<file path="src/shared/pac_map.svh">
// Constant map of the packed character codec: widths, field positions, pad values.
`ifndef PAC_MAP_SVH
`define PAC_MAP_SVH
`define PAC_CHAR_W 8
`define PAC_CODE_W 6
`define PAC_GROUP_CHARS 4
`define PAC_GROUP_BYTES 3
`define PAC_BIT5 5
`define PAC_BIT6 6
`define PAC_BIT7 7
`define PAC_SPACE_CHAR 8'h20
`define PAC_SPACE_CODE 6'h20
`define PAC_ZERO_CHAR 8'h00
`define PAC_ZERO_WORD 24'h000000
`define PAC_ZERO_IDX 2'h0
`define PAC_LAST_CHAR 2'h3
`define PAC_LAST_BYTE 2'h2
`endif

</file>
<file path="src/shared/pac_pkg.sv">
// Types shared by the packed character codec files.
package pac_pkg;
  // Codec direction.
  typedef enum logic [0:0] {
    PAC_PACK = 1'b0,
    PAC_UNPACK = 1'b1
  } pac_dir_t;
  // Group engine states.
  typedef enum logic [1:0] {
    PAC_S_FILL = 2'b00,
    PAC_S_EMIT = 2'b01
  } pac_state_t;
endpackage

</file>
<file path="src/rtl/pac_char_unit.sv">
// One character lane: six-bit code extraction and eight-bit character rebuild.
`timescale 1ns/10ps
`include "pac_map.svh"
module pac_char_unit
  import pac_pkg::*;
(
  // Lane inputs.
  input wire logic [7:0] char_in,
  input wire logic [5:0] code_in,
  // Lane outputs.
  output logic [5:0] code_out,
  output logic [7:0] char_out
);
  // The top two bits are discarded; only the low six survive.
  assign code_out = char_in[`PAC_CODE_W-1:0];
  // Bit 7 is zero, bit 6 is the complement of bit 5, the rest is the code.
  // This maps codes 00-1F to '@'..'_' and 20-3F to space..'?'.
  assign char_out = {1'b0, ~code_in[`PAC_BIT5], code_in};
endmodule // pac_char_unit

</file>
<file path="src/rtl/pac_codec.sv">
// Packed six-bit character codec: packs and unpacks strings a group at a time.
`timescale 1ns/10ps
`include "pac_map.svh"
module pac_codec
  import pac_pkg::*;
(
  // Clock and reset.
  input wire logic mclk,
  input wire logic rst,
  // Direction, held steady for a whole string.
  input wire logic dir,
  // Input stream.
  input wire logic in_valid,
  input wire logic [7:0] in_data,
  input wire logic in_last,
  output logic in_ready,
  // Output stream.
  output logic out_valid,
  output logic [7:0] out_data,
  output logic out_last,
  input wire logic out_ready
);
  // Group engine state.
  pac_state_t state;
  // Assembled 24-bit group word.
  logic [23:0] word;
  // Count of symbols taken into or sent from the group.
  logic [1:0] idx;
  // The group ends the string.
  logic grp_last;
  // Direction latched for the group in flight.
  logic grp_dir;
  // Lane wiring for four lanes; only lane 0 has a character unit.
  logic [7:0] lane_char [4];
  logic [5:0] lane_code [4];
  logic [5:0] lane_in_code;
  logic [7:0] lane_out_char;
  // Input symbol accepted this cycle.
  logic take;
  // Output symbol accepted this cycle.
  logic give;
  // Symbol counts that end the fill and emit phases.
  logic [1:0] fill_end;
  logic [1:0] emit_end;

  // Lane 0 serves the incoming character, the others are unused wires.
  pac_char_unit u_lane
  (
    .char_in(in_data),
    .code_in(lane_in_code),
    .code_out(lane_code[0]),
    .char_out(lane_out_char)
  );
  assign lane_char[0] = in_data;

  // In unpack mode the next code to rebuild is the top six bits of the word.
  assign lane_in_code = word[23:18];

  assign take = in_valid && in_ready;
  assign give = out_valid && out_ready;
  assign fill_end = (dir == PAC_PACK) ? `PAC_LAST_CHAR : `PAC_LAST_BYTE;
  assign emit_end = (grp_dir == PAC_PACK) ? `PAC_LAST_BYTE : `PAC_LAST_CHAR;

  // Group engine: fill a group from the input, then emit it.
  always_ff @(posedge mclk or posedge rst)
  begin
    if (rst)
    begin
      state <= PAC_S_FILL;
      word <= `PAC_ZERO_WORD;
      idx <= `PAC_ZERO_IDX;
      grp_last <= 1'b0;
      grp_dir <= PAC_PACK;
    end
    else
    begin
      case (state)
        PAC_S_FILL:
        begin
          if (grp_last)
          begin
            // Padding phase: the string ended mid group, append spaces.
            word <= {word[17:0], `PAC_SPACE_CODE};
            if (idx == `PAC_LAST_CHAR)
            begin
              idx <= `PAC_ZERO_IDX;
              state <= PAC_S_EMIT;
            end
            else
            begin
              idx <= idx + 2'h1;
            end
          end
          else if (take)
          begin
            grp_dir <= pac_dir_t'(dir);
            if (dir == PAC_PACK)
            begin
              // Shift in the six-bit code, first character ends on top.
              word <= {word[17:0], lane_code[0]};
            end
            else
            begin
              // Shift in a whole byte, first byte ends on top.
              word <= {word[15:0], in_data};
            end
            if (idx == fill_end)
            begin
              idx <= `PAC_ZERO_IDX;
              grp_last <= in_last;
              state <= PAC_S_EMIT;
            end
            else
            begin
              idx <= idx + 2'h1;
              // A packing string that ends short goes to the padding phase.
              grp_last <= in_last && (dir == PAC_PACK);
            end
          end
        end
        PAC_S_EMIT:
        begin
          if (give)
          begin
            // Step to the next symbol, most significant first.
            if (grp_dir == PAC_PACK)
            begin
              word <= {word[15:0], 8'h00};
            end
            else
            begin
              word <= {word[17:0], 6'h00};
            end
            if (idx == emit_end)
            begin
              // Group finished; carry on with the next one.
              idx <= `PAC_ZERO_IDX;
              grp_last <= 1'b0;
              state <= PAC_S_FILL;
            end
            else
            begin
              idx <= idx + 2'h1;
            end
          end
        end
        default:
        begin
          state <= PAC_S_FILL;
          idx <= `PAC_ZERO_IDX;
        end
      endcase
    end
  end

  // Next output register values, computed from the current state and this cycle's handshakes.
  logic next_out_valid;
  logic [7:0] next_out_data;
  logic next_out_last;
  logic next_in_ready;
  always_comb
  begin
    next_out_valid = out_valid;
    next_out_data = out_data;
    next_out_last = out_last;
    next_in_ready = in_ready;
    if (state == PAC_S_FILL)
    begin
      next_out_valid = 1'b0;
      next_in_ready = !grp_last && !(take && idx == fill_end);
      if (!grp_last && take && idx == fill_end)
      begin
        next_in_ready = 1'b0;
      end
      if (grp_last && idx == `PAC_LAST_CHAR)
      begin
        next_in_ready = 1'b0;
      end
    end
    else
    begin
      next_in_ready = 1'b0;
      if (give && idx == emit_end)
      begin
        next_out_valid = 1'b0;
        next_in_ready = 1'b1;
      end
    end
    // Arm the output when the emit state is entered or advances.
    if (state == PAC_S_EMIT && !out_valid && !(give))
    begin
      next_out_valid = 1'b1;
    end
    if (state == PAC_S_EMIT && give && idx != emit_end)
    begin
      next_out_valid = 1'b0;
    end
    next_out_data = (grp_dir == PAC_PACK) ? word[23:16] : lane_out_char;
    next_out_last = grp_last && (idx == emit_end);
  end

  // Output registers: one symbol is presented at a time.
  always_ff @(posedge mclk or posedge rst)
  begin
    if (rst)
    begin
      out_valid <= 1'b0;
      out_data <= `PAC_ZERO_CHAR;
      out_last <= 1'b0;
      in_ready <= 1'b0;
    end
    else
    begin
      out_valid <= next_out_valid;
      if (!out_valid)
      begin
        out_data <= next_out_data;
        out_last <= next_out_last;
      end
      in_ready <= next_in_ready;
    end
  end

  // Unpacked characters always have bit 7 clear.
  a_unpack_bit7: assert property (@(posedge mclk) disable iff (rst)
    (out_valid && grp_dir == PAC_UNPACK) |-> !out_data[`PAC_BIT7])
    else $error("Unpacked character has bit 7 set");
  // Unpacked bit 6 is the inverse of bit 5.
  a_unpack_bit6: assert property (@(posedge mclk) disable iff (rst)
    (out_valid && grp_dir == PAC_UNPACK) |-> (out_data[6] != out_data[5]))
    else $error("Unpacked bit 6 not inverse of bit 5");
  // The output holds while stalled.
  a_out_hold: assert property (@(posedge mclk) disable iff (rst)
    (out_valid && !out_ready) |=> (out_valid && $stable(out_data)))
    else $error("Output changed while stalled");
  // Input and output are never active together.
  a_no_overlap: assert property (@(posedge mclk) disable iff (rst)
    !(in_ready && out_valid))
    else $error("Input and output open together");
  // A padded group starts emitting within six cycles.
  a_pad_bound: assert property (@(posedge mclk) disable iff (rst)
    (state == PAC_S_FILL && grp_last) |-> ##[1:6] out_valid)
    else $error("Padding did not finish");
  // Pack path keeps only the low six bits.
  a_pack_trunc: assert property (@(posedge mclk) disable iff (rst)
    (take && dir == PAC_PACK) |=> (word[5:0] == $past(in_data[5:0])))
    else $error("Packed code is not the low six bits");
  // Unpack path shifts a whole byte.
  a_unpack_load: assert property (@(posedge mclk) disable iff (rst)
    (take && dir == PAC_UNPACK) |=> (word[7:0] == $past(in_data)))
    else $error("Unpack byte not loaded");
  // An emitting group returns to fill once drained.
  a_group_loop: assert property (@(posedge mclk) disable iff (rst)
    (state == PAC_S_EMIT && give && idx == emit_end) |=> state == PAC_S_FILL)
    else $error("Group did not restart");
  c_pack: cover property (@(posedge mclk) disable iff (rst)
    give && out_last && grp_dir == PAC_PACK);
  c_unpack: cover property (@(posedge mclk) disable iff (rst)
    give && out_last && grp_dir == PAC_UNPACK);
  c_pad: cover property (@(posedge mclk) disable iff (rst)
    state == PAC_S_FILL && grp_last && idx == `PAC_ZERO_IDX);
endmodule // pac_codec

</file>
<file path="config.mk">
export PLATFORM = sky130hd
export DESIGN_NAME = pac_codec
export DESIGN_NICKNAME = d
export VERILOG_FILES = /design/src/shared/pac_pkg.sv /design/src/rtl/pac_char_unit.sv /design/src/rtl/pac_codec.sv
export VERILOG_INCLUDE_DIRS = /design/src /design/src/shared
export SDC_FILE = /design/constraint.sdc
export NUM_CORES = 1
export LEC_CHECK = 0
export BUFFER_PORTS_ARGS = -buffer_cell sky130_fd_sc_hd__buf_2
export CAP_MARGIN = 10
export CORE_UTILIZATION = 30
export DETAILED_ROUTE_END_ITERATION = 6
export GPL_TIMING_DRIVEN = 0
export SLEW_MARGIN = 30
export SYNTH_ARGS = -nofsm -noshare
export SYNTH_HDL_FRONTEND = slang
export SYNTH_SLANG_ARGS = --single-unit
</file>
<file path="constraint.sdc">
create_clock -name mclk -period 1.3 [get_ports mclk]
set_input_delay 0.065 -clock mclk [delete_from_list [all_inputs] [get_ports mclk]]
set_output_delay 0.065 -clock mclk [all_outputs]
set_load 0.005 [all_outputs]
</file>
==> impl_metrics.env <==
export IMPL_ys_top_cells_by_area="dfrtp_1 (49%), o21ai_0 (8.0%), a31oi_1 (5.8%)"
export IMPL_drtPass1Iterations=6
export IMPL_root_buffer="clkbuf_8"
export IMPL_wirelength_mm=5.53
export IMPL_coreArea_um2=6490
export IMPL_worstSetupStartpointType="flip-flop"
export IMPL_num_rows=29
export IMPL_min_from="in_data[3]"
export IMPL_h_tree_depth=2
export IMPL_regToRegEndpoint="word[8]"
export IMPL_place_hpwl_mm=3.33
export IMPL_diodes=0
export IMPL_critPathKind="reg2reg"
export IMPL_dieHeight_um=84.9
export IMPL_crit_start="grp_last"
export IMPL_tritoncts="built"
export IMPL_die_area_um2=7200
export IMPL_routed_via_density=5.30
export IMPL_synth_area_um2=2060
export IMPL_period_share=1.14
export IMPL_slowest_delay_ps=410
export IMPL_yosysMostFrequentCell="dfrtp_1"
export IMPL_synthAdderAreaFrac=0.00608
export IMPL_violations="design-rule violations, negative setup slack"
export IMPL_drc=6
export IMPL_min_path_type="in2reg"
export IMPL_io_pins=25
export IMPL_ys_types=35
export IMPL_ys_warn_count=0
export IMPL_drtIter0Drc=110
export IMPL_fin_util=0.464
export IMPL_maxSlewViolCount=0
export IMPL_path_clk_slew_ps=70
export IMPL_slowest_stage="dfrtp_1"
export IMPL_port_buffers=24
export IMPL_yosys_area_top_type_share=0.486
export IMPL_setup_viol=28
export IMPL_grt_pass1_wl_mm=8.65
export IMPL_wl_per_cell_um=15.6
export IMPL_end_kind="flip-flop"
export IMPL_crit_chain="buf_6 > or3b_4 > buf_6 > clkbuf_16 > nand3_2 > a31oi_1"
export IMPL_power_density_nw_per_um2=2760
export IMPL_synth_compound_area_frac=0.244
export IMPL_clockBufferDepth=2
export IMPL_synthTopCellsByCount="dfrtp_1 (40), o21ai_0 (33), a21oi_1 (22), nand3_1 (20), a31oi_1 (19)"
export IMPL_synthToLayoutAreaGrowth_pct=46.4
export IMPL_numClockSinks=40
export IMPL_clock_fmax_ghz=0.674
export IMPL_grt_overflow=0
export IMPL_gp_congestion=0.763
export IMPL_ir_drop_mv=0.996
export IMPL_synth_simple_area_share=0.148
export IMPL_die_w_um=84.9
export IMPL_antenna_found_initial=0
export IMPL_reg2reg_slack_ps=-180
export IMPL_min_path_cells=3
export IMPL_crit_required_ps=1470
export IMPL_grt_pass1_vias=1814
export IMPL_syn_num_nets=233
export IMPL_hold_end="word[3]"
export IMPL_fin_nets=291
export IMPL_yosysTopAreaCell="dfrtp_1"
export IMPL_gr_usage_all_layers=0.152
export IMPL_leakagePower_nw=1.28
export IMPL_ant_nets=0
export IMPL_maxCapViolations=0
export IMPL_slew_headroom=0.631
export IMPL_synthMuxAreaShare=0.0395
export IMPL_synth_xor_area_frac=0.00851
export IMPL_rsz0062_at_grt="yes"
export IMPL_synth_top_family_by_area="compound AO/OA/AOI/OAI gates"
export IMPL_ys_seq_area_frac=0.486
export IMPL_fin_skew_ps=3.08
export IMPL_synth_edf_count=0
export IMPL_ff2ff_path_depth=6
export IMPL_start_util=0.317
export IMPL_syn_inst=218
export IMPL_grt_start_max_net_pins=25
export IMPL_preCtsSetupSlack_ps=-271
export IMPL_async_flop_share=1.00
export IMPL_hold_viol_final=0
export IMPL_drive_above_1_share=0.444
export IMPL_crit_path_frequent_cell="buf_6"
export IMPL_outcome="finished with violations"
export IMPL_worst_slack_ps=-184
export IMPL_max_slew_worst_pin_slew_ps=553
export IMPL_syn_area_per_cell_um2=9.45
export IMPL_route_vias_total=1875
export IMPL_crit_fanout=6
export IMPL_ys_flop_type="dfrtp_1"
export IMPL_cp_arrival_ps=1660
export IMPL_n_fill_cell=591
export IMPL_clk_latency_ps=290
export IMPL_ys_ff_latch=40
export IMPL_finalCriticalPeriod_ps=1480
export IMPL_reg2reg_from="grp_last"
export IMPL_cts_made_buffers=5
==> state kept, by name, summed over array words and instances, names as in the netlist <==
name / flops
out_valid: 1
out_last: 1
out_data: 8
grp_dir: 1
idx: 2
grp_last: 1
in_ready: 1
state: 1
word: 24
==> power breakdown <==
part | total (mW) | internal, mW | switching, mW
logic | 5.03 | 2.49 | 2.54
clock network | 0.862 | 0.433 | 0.429
registers | 2.43 | 1.87 | 0.560
total | 8.32 | 4.79 | 3.53
==> layout make-up <==
type | instances | area (µm²) | share of cell area
Timing Repair Buffer | 51 | 464 | 0.154
Clock buffer | 8 | 90.1 | 0.0299
Buffer | 19 | 186 | 0.0618
Tap cell | 77 | 96.3 | 0.0320
Multi-Input combinational cell | 154 | 1150 | 0.381
Inverter | 5 | 26.3 | 0.00871
Sequential cell | 40 | 1000 | 0.333
==> kinds of logic after synthesis <==
family          Yosys count
compound gates           85
xor+xnor                  2
fa+ha+maj                 1
buf+inv                  24
flops                    40
mux                       8
simple gates             58
==> cell usage in the layout (no fill, tap or decap), types with 3 or more instances in the layout <==
cell,count
buf_6,14
o21ai_1,8
nand2_1,18
nand4_1,6
a21oi_2,8
inv_1,3
nor2_4,3
nand3_2,12
a31oi_1,18
dlygate4sd3_1,4
buf_2,29
dfrtp_1,38
buf_12,4
buf_4,10
nand3_1,8
a21oi_1,12
clkbuf_8,6
o21ai_0,18
o21ai_2,7
mux2i_1,7
==> metal layers <==
metal	vias up	global-route usage	share of wire
li1	922	-	-
met1	899	0.201	0.47
met2	46	0.245	0.48
met3	8	0.0321	0.030
met4	0	0.0570	0.014
met5	-	0	0
==> per-stage QoR <==
stage / setup TNS, ps / cells / hold slack (ps) / cell area, µm² / power (mW)
CTS: -2450 / 350 / 0.575 / 2830 / 7.68
finish: -3060 / 354 / 3.45 / 3020 / 8.32
detailed placement: -5270 / 320 / 146 / 2420 / 5.90
floorplan: -1120 / 218 / 200 / 2180 / 5.02
global placement: -15960 / 319 / 304 / 2400 / 5.84
global route: -4620 / 354 / 10.3 / 3020 / 8.90
==> worst max-delay path, delay by kind of cell, from the launching register on <==
| kind | cells | cell delay (ps) |
|---|---|---|
| compound gates | 1 | 70 |
| buf+inv | 3 | 440 |
| flops | 1 | 410 |
| simple gates | 2 | 440 |
==> worst max path at each step <==
stage / end / slack [ps] / cells past startpoint
floorplan: word[10] / -80 / 6
finish: word[8] / -180 / 6
detailed placement: word[8] / -270 / 6
CTS: word[13] / -150 / 6
global placement: word[4] / -280 / 2
global route: word[8] / -220 / 6
==> what timing repair did <==
| action | CTS | global route |
|---|---|---|
| buffers inserted | 17 | 2 |
| resized for setup | 40 | 35 |
| endpoints found under the hold margin | 26 | 0 |
| gates cloned | 1 | 3 |
| pin swaps | 13 | 15 |
| hold buffers | 4 | 0 |
| endpoints found under the setup margin | 37 | 39 |
Note: power is estimated with default switching activity, not from simulation.
